File: config.mk
export PLATFORM = sky130hd
export DESIGN_NAME = sdr_responder
export DESIGN_NICKNAME = d
export VERILOG_FILES = /design/src/sdr_pkg.sv /design/src/sdr_fifo_if.sv /design/src/sdr_fifo.sv /design/src/sdr_responder.sv
export SDC_FILE = /design/constraint.sdc
export NUM_CORES = 1
export LEC_CHECK = 0
export BUFFER_PORTS_ARGS = -buffer_cell sky130_fd_sc_hd__buf_2
export CORE_ASPECT_RATIO = 1.4
export CORE_MARGIN = 1.5
export CORE_UTILIZATION = 50
export CTS_CLUSTER_DIAMETER = 50
export DETAILED_ROUTE_END_ITERATION = 10
export GPL_TIMING_DRIVEN = 0
export MAX_ROUTING_LAYER = met4
export PLACE_DENSITY = 0.66
export SETUP_SLACK_MARGIN = 0.5
export SYNTH_ARGS = -nofsm -noshare
export SYNTH_HDL_FRONTEND = slang
export SYNTH_SLANG_ARGS = --single-unit
File: constraint.sdc
create_clock -name ref_clk_i -period 8.62 [get_ports ref_clk_i]
set_input_delay 1.293 -clock ref_clk_i [delete_from_list [all_inputs] [get_ports ref_clk_i]]
set_output_delay 1.293 -clock ref_clk_i [all_outputs]
set_load 0.02 [all_outputs]
File: src/sdr_pkg.sv
// Shared constants and types for the SDI-12 sensor responder
package sdr_pkg;
    // Clock and link timing
    localparam int unsigned CLK_HZ     = 125_000_000;
    localparam int unsigned BAUD       = 1200;
    localparam int unsigned BIT_CYC    = CLK_HZ / BAUD;
    localparam int unsigned ACTIVE_MS  = 100;
    localparam int unsigned ACTIVE_CYC = CLK_HZ / 1000 * ACTIVE_MS;
    localparam int unsigned TURN_US    = 1000;
    localparam int unsigned TURN_CYC   = CLK_HZ / 1_000_000 * TURN_US;
    localparam int unsigned CNT_W      = 24;
    // Character framing: start, 7 data, even parity, stop
    localparam int unsigned CHAR_BITS  = 10;
    localparam int unsigned FIFO_DEPTH = 8;
    localparam int unsigned CMD_MAX    = 3;
    // Characters
    localparam logic [6:0] CH_BANG  = 7'h21;
    localparam logic [6:0] CH_QUERY = 7'h3f;
    localparam logic [6:0] CH_CR    = 7'h0d;
    localparam logic [6:0] CH_LF    = 7'h0a;
    localparam logic [6:0] CH_M     = 7'h4d;
    localparam logic [6:0] CH_C     = 7'h43;
    localparam logic [6:0] CH_R     = 7'h52;
    localparam logic [6:0] CH_V     = 7'h56;
    localparam logic [6:0] CH_I     = 7'h49;
    localparam logic [6:0] CH_0     = 7'h30;
    localparam logic [6:0] CH_9     = 7'h39;
    // Address after reset
    localparam logic [6:0] ADDR_RST = 7'h30;

    typedef enum logic [2:0] {
        CMD_NONE, CMD_ACK, CMD_QUERY, CMD_M, CMD_C, CMD_R, CMD_V, CMD_I
    } sdr_cmd_t;
    typedef enum logic [1:0] {
        ST_SLEEP = 2'b00, ST_LISTEN = 2'b01, ST_TURN = 2'b11, ST_SEND = 2'b10
    } sdr_state_t;
    typedef enum logic [1:0] {
        PH_ADDR = 2'b00, PH_BODY = 2'b01, PH_CR = 2'b11, PH_LF = 2'b10
    } sdr_phase_t;
    typedef enum logic [1:0] {
        RX_IDLE = 2'b00, RX_START = 2'b01, RX_BITS = 2'b11
    } sdr_rx_t;
endpackage : sdr_pkg

File: src/sdr_fifo_if.sv
// Valid/ready carrier between the responder and its reply FIFO
`timescale 1ns/100ps
interface sdr_fifo_if #(parameter int W = 8);
    logic [W-1:0] wdata;
    logic [W-1:0] rdata;
    logic         wvalid;
    logic         wready;
    logic         rvalid;
    logic         rready;
    modport store (input wdata, wvalid, rready, output wready, rdata, rvalid);
    modport user  (output wdata, wvalid, rready, input wready, rdata, rvalid);
endinterface : sdr_fifo_if

File: src/sdr_fifo.sv
// Reply character FIFO with registered ready and valid flags
`timescale 1ns/100ps
module sdr_fifo
    import sdr_pkg::*;
#(
    parameter int W     = 8,
    parameter int DEPTH = FIFO_DEPTH
) (
    // Clock and reset
    input wire logic  ref_clk_i,
    input wire logic  rst_b_i,
    // Both sides
    sdr_fifo_if.store io
);
    localparam int AW = $clog2(DEPTH);
    localparam int CW = $clog2(DEPTH + 1);

    logic [AW-1:0] wr_q, wr_d, rd_q, rd_d;
    logic [CW-1:0] cnt_q, cnt_d;
    logic          rdy_q, rdy_d, vld_q, vld_d, push, pop;
    logic [W-1:0]  ent_q [DEPTH];
    logic [W-1:0]  ent_d [DEPTH];

    // Pointer and level update; flags are registered so ports come from flops
    always_comb begin
        push  = io.wvalid && rdy_q;
        pop   = io.rready && vld_q;
        wr_d  = wr_q;
        rd_d  = rd_q;
        if (push) wr_d = (wr_q == AW'(DEPTH - 1)) ? '0 : wr_q + 1'b1;
        if (pop) rd_d = (rd_q == AW'(DEPTH - 1)) ? '0 : rd_q + 1'b1;
        cnt_d = cnt_q + CW'(push) - CW'(pop);
        rdy_d = cnt_d != CW'(DEPTH);
        vld_d = cnt_d != '0;
    end

    always_ff @(posedge ref_clk_i or negedge rst_b_i) begin
        if (!rst_b_i) begin
            wr_q  <= '0;
            rd_q  <= '0;
            cnt_q <= '0;
            rdy_q <= 1'b1;
            vld_q <= 1'b0;
        end else begin
            wr_q  <= wr_d;
            rd_q  <= rd_d;
            cnt_q <= cnt_d;
            rdy_q <= rdy_d;
            vld_q <= vld_d;
        end
    end

    // One storage word per entry
    for (genvar g = 0; g < DEPTH; g++) begin : g_ent
        assign ent_d[g] = (push && wr_q == AW'(g)) ? io.wdata : ent_q[g];
        always_ff @(posedge ref_clk_i or negedge rst_b_i) begin
            if (!rst_b_i) ent_q[g] <= '0;
            else ent_q[g] <= ent_d[g];
        end
    end

    assign io.rdata  = ent_q[rd_q];
    assign io.wready = rdy_q;
    assign io.rvalid = vld_q;
endmodule : sdr_fifo

File: src/sdr_responder.sv
// SDI-12 sensor end: line receiver, command decode, wake timing, reply sender
// Operation
// M, MC, C, CC, R, RC, V, address query and I commands are recognised and answered.
// The port holds one address and commands carrying another address are ignored.
// Each port instance keeps its own address register, set independently.
// Any start bit on the wire wakes the block from sleep, whatever the address.
// Only an addressed block drives the wire; all others leave it released.
// An awake block returns to sleep only when its inactivity counter runs out.
// A command is one address character, body, then '!'; '?' is the query wildcard.
// Every reply ends with carriage return then line feed.
// Characters are sent and sampled at 1200 baud.
// After the last reply character the wire is released to idle.
`timescale 1ns/100ps
module sdr_responder
    import sdr_pkg::*;
#(
    parameter logic [CNT_W-1:0] BIT_CYC_P    = CNT_W'(BIT_CYC),
    parameter logic [CNT_W-1:0] ACTIVE_CYC_P = CNT_W'(ACTIVE_CYC),
    parameter logic [CNT_W-1:0] TURN_CYC_P   = CNT_W'(TURN_CYC)
) (
    // Clock and reset
    input  wire logic       ref_clk_i,
    input  wire logic       rst_b_i,
    // Shared SDI-12 wire (high level is a space)
    input  wire logic       line_i,
    output logic            line_o,
    output logic            line_oe_b_o,
    // Address setting
    input  wire logic [6:0] addr_i,
    input  wire logic       addr_we_i,
    output logic      [6:0] addr_o,
    // Decoded commands
    output logic            cmd_valid_o,
    output sdr_cmd_t        cmd_code_o,
    output logic            cmd_crc_o,
    output logic      [3:0] cmd_idx_o,
    // Reply body characters
    input  wire logic [6:0] rsp_data_i,
    input  wire logic       rsp_last_i,
    input  wire logic       rsp_valid_i,
    output logic            rsp_ready_o,
    // Status
    output logic            awake_o
);
    logic             rst_s1_q, rst_s2_q;
    logic             ln_s1_q, ln_s2_q, ln_s3_q, ln_q, ln_d, mark, rx_en, wake;
    sdr_rx_t          rx_st_q, rx_st_d;
    logic [CNT_W-1:0] rx_cnt_q, rx_cnt_d;
    logic [3:0]       rx_bit_q, rx_bit_d;
    logic [8:0]       rx_sh_q, rx_sh_d;
    logic             rx_vld_q, rx_vld_d;
    logic [6:0]       rx_chr_q, rx_chr_d;
    logic             got_q, got_d, ovf_q, ovf_d, hit, dec_crc;
    logic [6:0]       adr_q, adr_d;
    logic [1:0]       len_q, len_d;
    logic [6:0]       body_q [CMD_MAX];
    logic [6:0]       body_d [CMD_MAX];
    sdr_cmd_t         dec_k;
    logic [3:0]       dec_idx;
    sdr_state_t       st_q, st_d;
    sdr_phase_t       ph_q, ph_d;
    logic [CNT_W-1:0] tmr_q, tmr_d, tx_cnt_q, tx_cnt_d;
    logic             fin_q, fin_d, nobody_q, nobody_d, tx_busy_q, tx_busy_d;
    logic [9:0]       tx_sh_q, tx_sh_d;
    logic [3:0]       tx_bit_q, tx_bit_d;
    logic             tx_load, pop;
    logic [6:0]       tx_chr, addr_q, addr_d, last_chr_q;
    logic             line_q, line_d, oe_b_q, oe_b_d, awake_q, awake_d;
    logic             cmdv_q, cmdv_d, crc_q, crc_d;
    sdr_cmd_t         code_q, code_d;
    logic [3:0]       idx_q, idx_d;
    // Reply body FIFO carrier, declared early because the sender reads it
    sdr_fifo_if #(.W(8)) ff ();

    // Reset release through two flops
    always_ff @(posedge ref_clk_i or negedge rst_b_i) begin
        if (!rst_b_i) begin
            rst_s1_q <= 1'b0;
            rst_s2_q <= 1'b0;
        end else begin
            rst_s1_q <= 1'b1;
            rst_s2_q <= rst_s1_q;
        end
    end

    // Wire input: three flops, a level counts once the last two agree
    assign ln_d  = (ln_s2_q == ln_s3_q) ? ln_s2_q : ln_q;
    assign mark  = !ln_q;
    assign rx_en = st_q == ST_SLEEP || st_q == ST_LISTEN;
    assign wake  = rx_en && rx_st_q == RX_IDLE && !mark;

    always_ff @(posedge ref_clk_i or negedge rst_b_i) begin
        if (!rst_b_i) begin
            ln_s1_q <= 1'b0;
            ln_s2_q <= 1'b0;
            ln_s3_q <= 1'b0;
            ln_q    <= 1'b0;
        end else begin
            ln_s1_q <= line_i;
            ln_s2_q <= ln_s1_q;
            ln_s3_q <= ln_s2_q;
            ln_q    <= ln_d;
        end
    end

    // Receiver: start bit checked at mid-bit, then nine samples one bit apart
    always_comb begin
        rx_st_d  = rx_st_q;
        rx_cnt_d = rx_cnt_q;
        rx_bit_d = rx_bit_q;
        rx_sh_d  = rx_sh_q;
        rx_vld_d = 1'b0;
        rx_chr_d = rx_chr_q;
        if (!rx_en) begin
            rx_st_d = RX_IDLE; // Own reply would echo back, so listening pauses
        end else begin
            case (rx_st_q)
                RX_IDLE: if (!mark) begin
                    rx_st_d  = RX_START;
                    rx_cnt_d = BIT_CYC_P >> 1;
                end
                RX_START: if (rx_cnt_q != '0) begin
                    rx_cnt_d = rx_cnt_q - 1'b1;
                end else if (!mark) begin
                    rx_st_d  = RX_BITS;
                    rx_cnt_d = BIT_CYC_P - 1'b1;
                    rx_bit_d = 4'h0;
                end else begin
                    rx_st_d = RX_IDLE; // Glitch, not a start bit
                end
                RX_BITS: if (rx_cnt_q != '0) begin
                    rx_cnt_d = rx_cnt_q - 1'b1;
                end else begin
                    rx_sh_d  = {mark, rx_sh_q[8:1]};
                    rx_cnt_d = BIT_CYC_P - 1'b1;
                    rx_bit_d = rx_bit_q + 1'b1;
                    if (rx_bit_q == 4'(CHAR_BITS - 2)) begin
                        rx_st_d  = RX_IDLE;
                        // Stop bit must be a mark and parity even
                        rx_vld_d = rx_sh_d[8] && !(^rx_sh_d[7:0]);
                        rx_chr_d = rx_sh_d[6:0];
                    end
                end
                default: rx_st_d = RX_IDLE;
            endcase
        end
    end

    // Command decode from the collected address and body characters
    always_comb begin
        logic       hasc;
        logic [6:0] dch;
        logic       dig;
        logic [1:0] n;
        hasc    = len_q[1] && body_q[1] == CH_C;
        dch     = hasc ? body_q[2] : body_q[1];
        dig     = dch >= CH_0 && dch <= CH_9;
        n       = hasc ? 2'd2 : 2'd1;
        dec_k   = CMD_NONE;
        dec_idx = 4'h0;
        if (ovf_q || !got_q) begin
            dec_k = CMD_NONE;
        end else if (len_q == 2'd0) begin
            dec_k = (adr_q == CH_QUERY) ? CMD_QUERY : CMD_ACK;
        end else if (len_q == 2'd1 && body_q[0] == CH_V) begin
            dec_k = CMD_V;
        end else if (len_q == 2'd1 && body_q[0] == CH_I) begin
            dec_k = CMD_I;
        end else if (len_q == n + 2'd1 && dig) begin
            dec_idx = 4'(dch - CH_0);
            dec_k   = body_q[0] == CH_M ? CMD_M : body_q[0] == CH_C ? CMD_C :
                      body_q[0] == CH_R ? CMD_R : CMD_NONE;
        end else if (len_q == n) begin
            // R always needs its digit
            dec_k = body_q[0] == CH_M ? CMD_M : body_q[0] == CH_C ? CMD_C : CMD_NONE;
        end
        dec_crc = hasc && (dec_k == CMD_M || dec_k == CMD_C || dec_k == CMD_R);
    end

    // Matching terminator: our address, or the wildcard on a bare query
    assign hit = st_q == ST_LISTEN && rx_vld_q && rx_chr_q == CH_BANG &&
                 dec_k != CMD_NONE &&
                 (dec_k == CMD_QUERY || adr_q == addr_q); // see

    // Parser registers and command outputs
    always_comb begin
        got_d  = got_q;
        adr_d  = adr_q;
        len_d  = len_q;
        ovf_d  = ovf_q;
        body_d = body_q;
        addr_d = addr_we_i ? addr_i : addr_q;
        cmdv_d = hit && dec_k != CMD_ACK && dec_k != CMD_QUERY;
        code_d = hit ? dec_k : code_q;
        crc_d  = hit ? dec_crc : crc_q;
        idx_d  = hit ? dec_idx : idx_q;
        if (st_q == ST_SLEEP || (rx_vld_q && rx_chr_q == CH_BANG)) begin
            got_d = 1'b0;
            len_d = 2'd0;
            ovf_d = 1'b0;
        end else if (rx_vld_q && !got_q) begin
            got_d = 1'b1;
            adr_d = rx_chr_q;
        end else if (rx_vld_q && len_q == 2'(CMD_MAX)) begin
            ovf_d = 1'b1; // Too long for any supported command
        end else if (rx_vld_q) begin
            body_d[len_q] = rx_chr_q;
            len_d         = len_q + 1'b1;
        end
    end

    // Link control and bit sender
    always_comb begin
        st_d      = st_q;
        ph_d      = ph_q;
        tmr_d     = tmr_q;
        fin_d     = fin_q;
        nobody_d  = nobody_q;
        tx_sh_d   = tx_sh_q;
        tx_cnt_d  = tx_cnt_q;
        tx_bit_d  = tx_bit_q;
        tx_busy_d = tx_busy_q;
        tx_load   = 1'b0;
        tx_chr    = CH_CR;
        pop       = 1'b0;
        if (tx_busy_q) begin
            if (tx_cnt_q != '0) begin
                tx_cnt_d = tx_cnt_q - 1'b1;
            end else begin
                tx_sh_d   = {1'b1, tx_sh_q[9:1]};
                tx_cnt_d  = BIT_CYC_P - 1'b1;
                tx_bit_d  = tx_bit_q + 1'b1;
                tx_busy_d = tx_bit_q != 4'(CHAR_BITS - 1);
            end
        end
        case (st_q)
            ST_SLEEP: if (wake) begin
                st_d  = ST_LISTEN;
                tmr_d = ACTIVE_CYC_P;
            end
            ST_LISTEN: if (hit) begin
                st_d     = ST_TURN;
                tmr_d    = TURN_CYC_P;
                nobody_d = dec_k == CMD_ACK || dec_k == CMD_QUERY;
            end else if (rx_st_q != RX_IDLE || rx_vld_q) begin
                tmr_d = ACTIVE_CYC_P; // Traffic for anyone keeps us awake
            end else if (tmr_q == '0) begin
                st_d = ST_SLEEP;
            end else begin
                tmr_d = tmr_q - 1'b1;
            end
            ST_TURN: if (tmr_q == '0) begin
                st_d  = ST_SEND;
                ph_d  = PH_ADDR;
                fin_d = 1'b0;
            end else begin
                tmr_d = tmr_q - 1'b1;
            end
            default: if (!tx_busy_q) begin
                if (fin_q) begin
                    st_d  = ST_LISTEN;
                    tmr_d = ACTIVE_CYC_P;
                end else begin
                    case (ph_q)
                        PH_ADDR: begin
                            tx_load = 1'b1;
                            tx_chr  = addr_q;
                            ph_d    = nobody_q ? PH_CR : PH_BODY;
                        end
                        PH_BODY: if (ff.rvalid) begin
                            // A slow reply source stalls here, holding mark
                            tx_load = 1'b1;
                            tx_chr  = ff.rdata[6:0];
                            pop     = 1'b1;
                            if (ff.rdata[7]) ph_d = PH_CR;
                        end
                        PH_CR: begin
                            tx_load = 1'b1;
                            tx_chr  = CH_CR;
                            ph_d    = PH_LF;
                        end
                        default: begin
                            tx_load = 1'b1;
                            tx_chr  = CH_LF;
                            fin_d   = 1'b1;
                        end
                    endcase
                end
            end
        endcase
        if (tx_load) begin
            tx_sh_d   = {1'b1, ^tx_chr, tx_chr, 1'b0};
            tx_cnt_d  = BIT_CYC_P - 1'b1;
            tx_bit_d  = 4'h0;
            tx_busy_d = 1'b1;
        end
    end

    // Drive only while replying; space is a high level on the wire
    assign line_d  = tx_busy_d && !tx_sh_d[0];
    assign oe_b_d  = st_d != ST_SEND; // see
    assign awake_d = st_d != ST_SLEEP;

    always_ff @(posedge ref_clk_i or negedge rst_s2_q) begin
        if (!rst_s2_q) begin
            rx_st_q    <= RX_IDLE;
            rx_cnt_q   <= '0;
            rx_bit_q   <= 4'h0;
            rx_sh_q    <= 9'h000;
            rx_vld_q   <= 1'b0;
            rx_chr_q   <= 7'h00;
            got_q      <= 1'b0;
            adr_q      <= 7'h00;
            len_q      <= 2'd0;
            ovf_q      <= 1'b0;
            body_q     <= '{default: 7'h00};
            addr_q     <= ADDR_RST;
            cmdv_q     <= 1'b0;
            code_q     <= CMD_NONE;
            crc_q      <= 1'b0;
            idx_q      <= 4'h0;
            st_q       <= ST_SLEEP;
            ph_q       <= PH_ADDR;
            tmr_q      <= '0;
            fin_q      <= 1'b0;
            nobody_q   <= 1'b0;
            tx_sh_q    <= 10'h3ff;
            tx_cnt_q   <= '0;
            tx_bit_q   <= 4'h0;
            tx_busy_q  <= 1'b0;
            line_q     <= 1'b0;
            oe_b_q     <= 1'b1;
            awake_q    <= 1'b0;
            last_chr_q <= 7'h00;
        end else begin
            rx_st_q    <= rx_st_d;
            rx_cnt_q   <= rx_cnt_d;
            rx_bit_q   <= rx_bit_d;
            rx_sh_q    <= rx_sh_d;
            rx_vld_q   <= rx_vld_d;
            rx_chr_q   <= rx_chr_d;
            got_q      <= got_d;
            adr_q      <= adr_d;
            len_q      <= len_d;
            ovf_q      <= ovf_d;
            body_q     <= body_d;
            addr_q     <= addr_d;
            cmdv_q     <= cmdv_d;
            code_q     <= code_d;
            crc_q      <= crc_d;
            idx_q      <= idx_d;
            st_q       <= st_d;
            ph_q       <= ph_d;
            tmr_q      <= tmr_d;
            fin_q      <= fin_d;
            nobody_q   <= nobody_d;
            tx_sh_q    <= tx_sh_d;
            tx_cnt_q   <= tx_cnt_d;
            tx_bit_q   <= tx_bit_d;
            tx_busy_q  <= tx_busy_d;
            line_q     <= line_d;
            oe_b_q     <= oe_b_d;
            awake_q    <= awake_d;
            last_chr_q <= tx_load ? tx_chr : last_chr_q;
        end
    end

    // Reply body FIFO
    assign ff.wdata  = {rsp_last_i, rsp_data_i};
    assign ff.wvalid = rsp_valid_i;
    assign ff.rready = pop;

    sdr_fifo #(.W(8), .DEPTH(FIFO_DEPTH)) u_fifo (
        .ref_clk_i (ref_clk_i),
        .rst_b_i   (rst_s2_q),
        .io        (ff)
    );

    assign line_o      = line_q;
    assign line_oe_b_o = oe_b_q;
    assign addr_o      = addr_q;
    assign cmd_valid_o = cmdv_q;
    assign cmd_code_o  = code_q;
    assign cmd_crc_o   = crc_q;
    assign cmd_idx_o   = idx_q;
    assign rsp_ready_o = ff.wready;
    assign awake_o     = awake_q;
endmodule : sdr_responder
==> reports/results.tsv, run 1 <==
stage	metric	value	unit
synthesis	Post-synth top cells	dfrtp_1 (234), nand2_1 (124), mux2_2 (109)	
route	routed via count	9193	
global_routing	global-route usage over all layers	0.223	
power	Power Dens Cells	258	nW/µm²
place	RD Place Congestion	0.870	
finish	fin nets	1324	
finish	share of cells above drive strength 1	0.194	
power	worst vdd ir	0.172	mV
finish	Layout area overhead	12.3	%
clock_network	clk_lat worst skew	0.52	ns
power	Leakage Power	6.10	nW
power	Internal Power	2.47	mW
route	first-pass iteration count of the detailed router	7	
clock_network	H-Tree Depth	1	
critical_path	RR Startpoint	body_q[10]	
critical_path	slowest cell delay on critical path	1.17	ns
synthesis	post-synth top area cell	dfrtp_1	
power	Logic pwr share	0.268	
outcome	status	complete, no violations	
global_routing	largest net degree at the start of global routing	73	
die	Die Width	137	µm
global_routing	grt ovf	0	
global_routing	vias in the first global route	9142	
sta	period utilization	0.459	
synthesis	top cell type's share of synthesized area	0.466	
critical_path	worst setup path class	flop to flop	
finish	n_diodes	0	
synthesis	Gate Count Post-Synth	1195	
synthesis	flops & latches, synth	248	
sta	Worst Hold Margin	0.340	ns
synthesis	asr flop ratio synth	1.00	
die	row cnt	68	
die	DIE AREA	26100	µm²
critical_path	crit path cell chain	nor4b_2, and4b_1, a31oi_1, nor3_1, o311a_1, nor2_1, o311ai_1, a21oi_1, a211o_1	
sta	final period demand of the worst path	3.96	ns
critical_path	internal reg-to-reg setup slack	4.66	ns
synthesis	dominant synthesized flop cell	dfrtp_1	
worst_hold_path	Worst Hold End	ln_s2_q	
die	I/O pin total	40	
worst_hold_path	Hold Crit Depth	0	
route	DRC viols	0	
clock_network	CTS resizes	0	
place	port buffer count	38	
synthesis	top cells by area in the synthesized netlist	dfrtp_1 (47%), mux2_2 (9.8%), ha_1 (3.8%)	
clock_network	Clock Tree Root	clkbuf_16	
sta	Setup TNS	0	ns
clock_network	Setup Buffers After CTS	0	
synthesis	Seq/Total Area, Yosys	0.495	
sta	Slew headroom	0.0413	
critical_path	WP data required	9.02	ns
synthesis	synthesized area	12600	µm²
route	DRT Wirelength	27400	µm
critical_path	Reg2Reg Depth	9	
critical_path	Crit. End Element	flop	
route	1st-iter DRT viols	404	
sta	final hold vios	0	
run	maxcap violations	0	
place	HPWL Detailed	19100	µm
critical_path	Setup crit start kind	flop	
clock_network	TritonCTS clock tree	yes	
critical_path	slowest library cell on the worst path	o311ai_1	
clock_network	CTS buffer count	27	
route	Routed wire per std cell	17.1	µm
synthesis	most numerous cell in the Yosys netlist	dfrtp_1	
synthesis	Mapped Avg Cell Area	10.5	µm²
worst_hold_path	Hold Crit Start	ln_s1_q	
route	DR vias/cell	5.75	
sta	RSZ-0062 raised after global routing	no	
die	Die Ht	191	µm
power	P_sw	1.17	mW
critical_path	CP Max Fanout	9	
clock_network	clk slew on worst S/H paths	0.06	ns
power	Sequential Power Share	0.423	
sta	# setup viols final	0	
clock_network	Longest Clk Path Bufs	3	
power	clock power share	0.310	
synthesis	EDFF count, synth	0	
power	sw frac	0.322	
worst_hold_path	HP Class	flop to flop	
route	Antenna Nets Post-Route	0	
global_routing	initial antenna violation count	0	
synthesis	Synthesis Warnings	0	
sta	fin. max-slew vios	0	
sta	max frequency	253	MHz
global_routing	first-pass GRT wire length	45700	µm
critical_path	r2r endpoint	tmr_q[12]	
clock_network	CTS Hold Bufs	0	
sta	Clock Skew	0.0125	ns
clock_network	clock sinks	248	
die	starting density of the core	0.510	
die	core area	24700	µm²
critical_path	WP data arrival	4.36	ns
sta	measured slew at the worst slew-check pin	1.42	ns
synthesis	Unique masters post-synth	80	
synthesis	syn nets	1254	
## registers in the layout, indices dropped and copies added (netlist names), 3 cells and up
name,flops
u_fifo.ent_q,64
rx_cnt_q,24
tmr_q,24
tx_cnt_q,24
body_q,21
tx_sh_q,10
rx_sh_q,8
addr_o,7
adr_q,7
rx_chr_q,7
cmd_idx_o,4
rx_bit_q,4
tx_bit_q,4
u_fifo.cnt_q,4
cmd_code_o,3
u_fifo.rd_q,3
u_fifo.wr_q,3
## worst max-delay path: cells and delay by family (launching register included)
family / cells / cell delay (ns)
AOI/OAI and AO/OA: 5 / 2.06
and+or+nand+nor: 4 / 1.36
DFF: 1 / 0.41
## per-stage QoR
step	power [mW]	cell area (µm²)	setup slack, ns	util	instances
floorplan	2.24	12600	1.34	-	1195
global placement	2.48	13200	-1.51	0.533	1548
detailed placement	2.53	13200	4.78	0.537	1551
CTS	3.67	14100	4.76	0.573	1599
global route	3.85	14100	4.44	0.573	1599
finish	3.64	14100	4.66	0.573	1599
## final cells by class
| cell class | count | area (µm²) |
|---|---|---|
| Buffer | 42 | 169 |
| Multi-Input combinational cell | 856 | 6000 |
| Clock inverter | 12 | 110 |
| Tap cell | 315 | 394 |
| Fill cell | 2166 | 10500 |
| Clock buffer | 36 | 769 |
| Sequential cell | 248 | 6230 |
| Inverter | 49 | 184 |
| Timing Repair Buffer | 41 | 273 |
## cells by family after synthesis
group / Yosys count / share of synthesized area
simple gates: 389 / 0.149
flops: 248 / 0.495
compound gates: 247 / 0.121
mux: 141 / 0.140
buf+inv: 91 / 0.0281
fa+ha+maj: 40 / 0.0402
xor+xnor: 38 / 0.0265
other cells: 1 / 0.000298
## worst max-delay path by stage
stage / start / to / slack, ns / cells after the start
after floorplan: rst_s2_q / addr_o[0] / 1.34 / 0
after global placement: rst_s2_q / u_fifo.ent_q[26] / -1.51 / 0
after detailed placement: body_q[10] / tmr_q[5] / 4.78 / 9
after CTS: body_q[10] / tmr_q[5] / 4.76 / 9
after global routing: rx_cnt_q[14] / rx_cnt_q[6] / 4.44 / 10
final: body_q[10] / tmr_q[12] / 4.66 / 9
## layer usage
layer  global-route usage  part of all wire  vias up
li1                     -                 -     4431
met1                0.286              0.44     4550
met2                0.374              0.50      171
met3               0.0215             0.035       41
met4               0.0692             0.024        0
met5                    -                 0        -
## cells in the final DEF, fill, tap and decap left out, drive strengths merged, types with 21 or more instances in the layout
cell / count
a21oi: 56
a31oi: 21
buf: 46
clkbuf: 73
dfrtp: 234
ha: 38
inv: 52
mux2: 111
nand2: 124
nand3: 26
nor2: 104
nor3: 36
o21ai: 89
xnor2: 27
## power by group through the flow
stage	combinational (mW)	clock [mW]	sequential, mW
after floorplan	0.715	0	1.53
after global placement	0.920	0	1.56
after detailed placement	0.970	0	1.56
after CTS	0.977	1.16	1.54
after global routing	1.08	1.20	1.57
final	0.975	1.13	1.54
No activity file was read; power rests on OpenSTA's default activity.
==> run 2: changes to the inputs <==
Settings changed: PLACE_DENSITY 0.66 to 0.69.
Clock period 8.62 ns to 3.5 ns, I/O delays scaled along.
==> reports/results.tsv, run 2 (synthesis gave the netlist of run 1 again) <==
stage	metric	value	unit
sta	fin. max-slew vios	0	
route	1st-iter DRT viols	518	
power	Leakage Power	6.62	nW
route	routed via count	9620	
die	Die Ht	191	µm
clock_network	Longest Clk Path Bufs	3	
place	port buffer count	38	
finish	max reg flops	64	
die	row cnt	68	
die	core area	24700	µm²
critical_path	slowest cell delay on critical path	0.53	ns
clock_network	clock sinks	248	
sta	period utilization	0.933	
critical_path	CP startpoint	tx_cnt_q[6]	
power	Power Dens Cells	619	nW/µm²
critical_path	crit path cell chain	or4_4, or4_4, buf_6, nand2b_4, or2_1, or4b_1, buf_6, or2_4, mux2_4, nand2_1, o21ai_1	
route	DRC viols	0	
sta	final hold vios	0	
sta	final period demand of the worst path	3.27	ns
route	DRT Wirelength	29200	µm
critical_path	CP Max Fanout	5	
finish	commonest non-fill, non-tap cell in the layout	dfrtp_1	
critical_path	Crit. End Element	flop	
sta	max frequency	306	MHz
finish	Fill cells	1988	
die	starting density of the core	0.510	
critical_path	RR Startpoint	tx_cnt_q[6]	
die	DIE AREA	26100	µm²
power	worst vdd ir	0.633	mV
finish	cell area after layout	15200	µm²
finish	share of cells above drive strength 1	0.290	
power	clock power share	0.323	
place	RD Place Congestion	0.902	
clock_network	clk_lat worst skew	0.55	ns
sta	RSZ-0062 raised after global routing	yes	
critical_path	slowest library cell on the worst path	or4_4	
critical_path	worst setup path class	flop to flop	
global_routing	global-route usage over all layers	0.230	
clock_network	clk slew on worst S/H paths	0.06	ns
global_routing	largest net degree at the start of global routing	69	
worst_hold_path	HP Class	primary input to flop	
run	maxcap violations	0	
clock_network	H-Tree Depth	1	
power	Tot Pwr	9.43	mW
sta	Clock Skew	0.0126	ns
clock_network	CTS buffer count	28	
sta	Slew headroom	0.529	
power	sw frac	0.323	
global_routing	initial antenna violation count	0	
critical_path	r2r endpoint	tx_sh_q[1]	
route	DR vias/cell	5.81	
clock_network	Clock Tree Root	clkbuf_16	
sta	Worst Hold Margin	0.0904	ns
finish	Biggest register	u_fifo.ent_q	
die	Die Width	137	µm
critical_path	Reg2Reg Depth	11	
finish	commonest cells after routing, fill and taps aside	dfrtp_1 (231), nand2_1 (118), mux2_2 (109)	
power	Logic pwr share	0.273	
global_routing	grt ovf	0	
worst_hold_path	Hold Crit Start	line_i	
critical_path	Setup crit start kind	flop	
power	P_sw	3.04	mW
route	Routed wire per std cell	17.7	µm
finish	Layout area overhead	21.2	%
worst_hold_path	Hold Crit Depth	1	
global_routing	vias in the first global route	9608	
power	Internal Power	6.39	mW
clock_network	TritonCTS clock tree	yes	
worst_hold_path	Worst Hold End	ln_s1_q	
place	HPWL Detailed	19500	µm
sta	measured slew at the worst slew-check pin	0.707	ns
critical_path	internal reg-to-reg setup slack	0.23	ns
finish	fin nets	1378	
sta	Setup TNS	0	ns
route	Antenna Nets Post-Route	0	
critical_path	WP data arrival	3.72	ns
route	first-pass iteration count of the detailed router	5	
place	Cell Area, Placed	13300	µm²
die	I/O pin total	40	
critical_path	WP data required	3.95	ns
finish	Final Util	0.618	
finish	n_diodes	0	
global_routing	first-pass GRT wire length	46800	µm
power	Sequential Power Share	0.404	
outcome	status	complete, no violations	
sta	# setup viols final	0	
-- run 2: changes by cell type in the layout (fill, tap and decap cells not counted), sizes merged --
cell | previous run | this run
bufinv | 1 | 4
buf | 46 | 101
dlygate4sd3 | 0 | 1
inv | 52 | 53
clkinv | 4 | 7
clkinvlp | 4 | 3
clkbuf | 73 | 67
-- run 2: metrics by stage --
step                      cells  setup WS, ns
final                      1655         0.233
after global routing       1655         0.172
after CTS                  1634         0.266
after detailed placement   1552        -0.319
after global placement     1548        -0.282
after floorplan            1195         0.339
-- run 2: power by group through the flow --
stage	logic [mW]	registers [mW]	clock network (mW)
floorplan	1.76	3.76	0
global placement	2.26	3.84	0
detailed placement	2.38	3.83	0
CTS	2.46	3.79	3.10
global route	2.82	3.87	3.21
finish	2.58	3.81	3.05
-- run 2: layout make-up --
class                           count  area (µm²)  area share
Multi-Input combinational cell    856        6510       0.427
Inverter                           49         184      0.0121
Timing Repair Buffer               94         749      0.0492
Clock buffer                       33         741      0.0486
Sequential cell                   248        6230       0.409
Clock inverter                     18         218      0.0143
Buffer                             42         221      0.0145
Tap cell                          315         394      0.0258
-- run 2: what timing repair did --
item | 4_1_cts | 5_1_grt
hold buffers | 1 | 0
gates resized for setup | 53 | 89
endpoints found under the hold margin | 6 | 0
endpoints found under the setup margin | 109 | 99
cloned | 1 | 1
pin swaps | 12 | 28
buffers inserted | 29 | 20
-- run 2: layer usage --
metal	share of wire	GRT usage
met3	0.038	0.0322
met5	0	-
met2	0.51	0.397
met4	0.027	0.0709
met1	0.42	0.276
-- run 2: worst max path at each step --
stage	to	slack, ns	depth (start not counted)
6_report	tx_sh_q[1]	0.23	11
5_1_grt	tx_sh_q[5]	0.17	11
4_1_cts	tx_bit_q[1]	0.27	11
3_5_place_dp	rx_cnt_q[6]	-0.32	11
3_3_place_gp	tmr_q[19]	-0.28	9
2_1_floorplan	tx_sh_q[1]	0.34	11
-- run 2: critical path, delay by kind of cell, from the launching register on --
kind                   cells  cell delay [ns]
AO/OA/AOI/OAI              1             0.07
buffers and inverters      2             0.28
flip-flops                 1             0.38
multiplexers               1             0.30
AND/OR/NAND/NOR            7             2.13
==> run 3: changes to the inputs <==
Settings changed: ABC_AREA from default to 1.
==> reports/results.tsv, run 3 <==
stage	metric	value	unit
synthesis	asr flop ratio synth	1.00	
clock_network	H-Tree Depth	1	
synthesis	synthesized area	13100	µm²
power	Power Dens Cells	518	nW/µm²
global_routing	global-route usage over all layers	0.244	
global_routing	largest net degree at the start of global routing	71	
clock_network	clk slew on worst S/H paths	0.06	ns
clock_network	clk_lat worst skew	0.56	ns
finish	footprint of the multi-input gates	6020	µm²
outcome	status	complete, no violations	
critical_path	CP delay by family, top	adder cells	
critical_path	Reg2Reg Depth	13	
die	DIE AREA	27300	µm²
place	Inst Count DP	1998	
sta	# setup viols final	0	
global_routing	first-pass GRT wire length	53000	µm
finish	share of cells above drive strength 1	0.0995	
critical_path	Setup crit start kind	flop	
power	Leakage Power	6.91	nW
synthesis	dominant synthesized flop cell	dfrtp_1	
synthesis	flops & latches, synth	248	
sta	final period demand of the worst path	2.91	ns
clock_network	TritonCTS clock tree	yes	
route	first-pass iteration count of the detailed router	5	
die	starting density of the core	0.505	
synthesis	top cells by area in the synthesized netlist	dfrtp_1 (45%), nand2_1 (9.5%), o21ai_0 (6.1%)	
power	worst vdd ir	0.646	mV
finish	Final Util	0.571	
finish	Fill cells	2368	
critical_path	CP startpoint	ph_q[1]	
finish	FF+latch area	6230	µm²
power	Logic pwr share	0.132	
route	DRT Wirelength	31700	µm
critical_path	r2r endpoint	u_fifo.io.rvalid	
critical_path	worst setup path class	flop to flop	
finish	Layout area overhead	13.1	%
finish	n_diodes	0	
power	clock power share	0.412	
synthesis	post-synth top area cell	dfrtp_1	
route	DRC viols	0	
die	core area	26000	µm²
sta	measured slew at the worst slew-check pin	0.680	ns
worst_hold_path	HP Class	primary input to flop	
finish	fin cells	2053	
critical_path	slowest library cell on the worst path	fa_1	
power	Tot Pwr	7.70	mW
synthesis	syn nets	1692	
sta	final hold vios	0	
critical_path	WP data required	3.93	ns
sta	max frequency	344	MHz
synthesis	Post-synth top cells	nand2_1 (333), dfrtp_1 (234), inv_1 (194)	
sta	Clock Skew	0.0182	ns
die	I/O pin total	40	
global_routing	met3 GRT Util	0.0264	
critical_path	RR Startpoint	ph_q[1]	
sta	Slew headroom	0.545	
clock_network	CTS buffer count	29	
synthesis	Seq/Total Area, Yosys	0.474	
critical_path	crit path cell chain	inv_1, ha_1, clkbuf_2, nand2_1, nor2_4, ha_1, inv_1, ha_1, inv_1, fa_1, inv_1, nor3_1, nand2_1	
synthesis	Unique masters post-synth	65	
clock_network	Clock Tree Root	clkbuf_16	
sta	Worst Hold Margin	0.0854	ns
power	P_sw	2.07	mW
finish	commonest cells after routing, fill and taps aside	nand2_1 (333), dfrtp_1 (233), inv_1 (194)	
route	Antenna Nets Post-Route	0	
finish	max reg flops	64	
place	HPWL Detailed	23200	µm
route	Routed wire per std cell	15.4	µm
place	port buffer count	38	
clock_network	clock sinks	248	
sta	period utilization	0.832	
synthesis	most numerous cell in the Yosys netlist	nand2_1	
sta	Setup TNS	0	ns
sta	fin. max-slew vios	0	
finish	Biggest register	u_fifo.ent_q	
critical_path	CP Max Fanout	9	
critical_path	CP Buf/Inv Count	5	
power	sw frac	0.268	
global_routing	initial antenna violation count	0	
critical_path	WP data arrival	3.34	ns
power	Internal Power	5.63	mW
finish	commonest non-fill, non-tap cell in the layout	nand2_1	
critical_path	Crit. End Element	flop	
die	row cnt	70	
global_routing	met1 Use GR	0.282	
route	routed via count	11155	
die	Die Ht	195	µm
critical_path	slowest cell delay on critical path	0.52	ns
clock_network	Longest Clk Path Bufs	3	
route	DR vias/cell	5.43	
synthesis	Gate Count Post-Synth	1633	
finish	fin nets	1765	
route	1st-iter DRT viols	686	
critical_path	Critical Path Most Common Cell	inv_1	
global_routing	GRT met2 Usage	0.433	
critical_path	Worst path depth	13	
synthesis	top cell type's share of synthesized area	0.446	
place	RD Place Congestion	0.883	
synthesis	Synthesis Warnings	0	
global_routing	global route hottest layer	met2	
worst_hold_path	Hold Crit Depth	1	
global_routing	vias in the first global route	10963	
sta	RSZ-0062 raised after global routing	yes	
power	Sequential Power Share	0.456	
critical_path	crit path to	u_fifo.io.rvalid	
critical_path	internal reg-to-reg setup slack	0.59	ns
die	Die Width	140	µm
synthesis	EDFF count, synth	0	
global_routing	grt ovf	0	
synthesis	Mapped Avg Cell Area	8.05	µm²
run	maxcap violations	0	
run 3: changes by cell type in the layout (fill, tap and decap cells not counted), moves of 13 or more:
cell     change
nand3_1     +89
a31oi_1     -13
mux2_2      -99
xor2_1      +17
mux4_2      -16
nand4_1     +16
nand2_1    +215
a21oi_1     +31
mux2i_1     -14
buf_4       -44
nor2_1      +91
xnor2_1     -13
o21ai_0     +83
inv_1      +146
run 3: layout make-up:
| cell class | instances | area share |
|---|---|---|
| timing repair buffer | 42 | 0.0190 |
| tap | 324 | 0.0273 |
| inverter | 201 | 0.0508 |
| buffer | 37 | 0.0109 |
| sequential | 248 | 0.419 |
| clock inverter | 14 | 0.0127 |
| clock buffer | 40 | 0.0556 |
| multi-input combinational | 1147 | 0.405 |
run 3: logic make-up after synthesis:
| logic type | count (synthesis) | synth area share |
|---|---|---|
| AND/OR/NAND/NOR | 737 | 0.244 |
| AO/OA/AOI/OAI | 317 | 0.137 |
| flip-flops | 248 | 0.474 |
| buffers and inverters | 238 | 0.0696 |
| XOR/XNOR | 42 | 0.0280 |
| adder cells (fa/ha/maj) | 40 | 0.0385 |
| multiplexers | 10 | 0.00857 |
| other | 1 | 0.000285 |
run 3: layer usage:
| metal | wire [µm] | up-vias | part of all wire |
|---|---|---|---|
| li1 | - | 5548 | - |
| met1 | 13200 | 5257 | 0.42 |
| met2 | 16100 | 273 | 0.51 |
| met3 | 1280 | 77 | 0.040 |
| met4 | 1100 | 0 | 0.035 |
| met5 | 0 | - | 0 |
run 3: repair_timing:
action / CTS / global route
resized for setup: 2 / 3
endpoints found under the hold margin: 6 / 0
hold buffers: 1 / 0
buffers inserted: 0 / 0
endpoints found under the setup margin: 3 / 20
run 3: worst min path at each step:
stage	slack, ns	startpoint	to
6_report	0.09	line_i	ln_s1_q
4_1_cts	0.06	line_i	ln_s1_q
3_5_place_dp	0.34	ln_s1_q	ln_s2_q
2_1_floorplan	0.23	rst_b_i	ln_q
5_1_grt	0.06	line_i	ln_s1_q
3_3_place_gp	0.33	rst_s1_q	rst_s2_q
run 3: power by group through the flow:
stage / registers (mW) / clock network (mW) / logic [mW]
CTS: 3.50 / 3.25 / 1.03
global route: 3.56 / 3.35 / 1.19
global placement: 3.59 / 0 / 0.925
floorplan: 3.54 / 0 / 0.720
finish: 3.51 / 3.17 / 1.02
detailed placement: 3.55 / 0 / 1.02
run 3: worst register-to-register path, cell delays in order (launching register included):
cell      delay, ns
dfrtp_1        0.44
inv_1          0.11
ha_1           0.14
clkbuf_2       0.21
nand2_1        0.22
nor2_4         0.24
ha_1           0.26
inv_1          0.05
ha_1           0.16
inv_1          0.06
fa_1           0.52
inv_1          0.06
nor3_1         0.23
nand2_1        0.09
run 3: metrics by stage:
| step | area (µm²) | worst slack [ns] |
|---|---|---|
| floorplan | 13100 | 0.784 |
| global placement | 13700 | 0.113 |
| detailed placement | 13800 | 0.256 |
| CTS | 14900 | 0.527 |
| global route | 14900 | 0.421 |
| finish | 14900 | 0.589 |
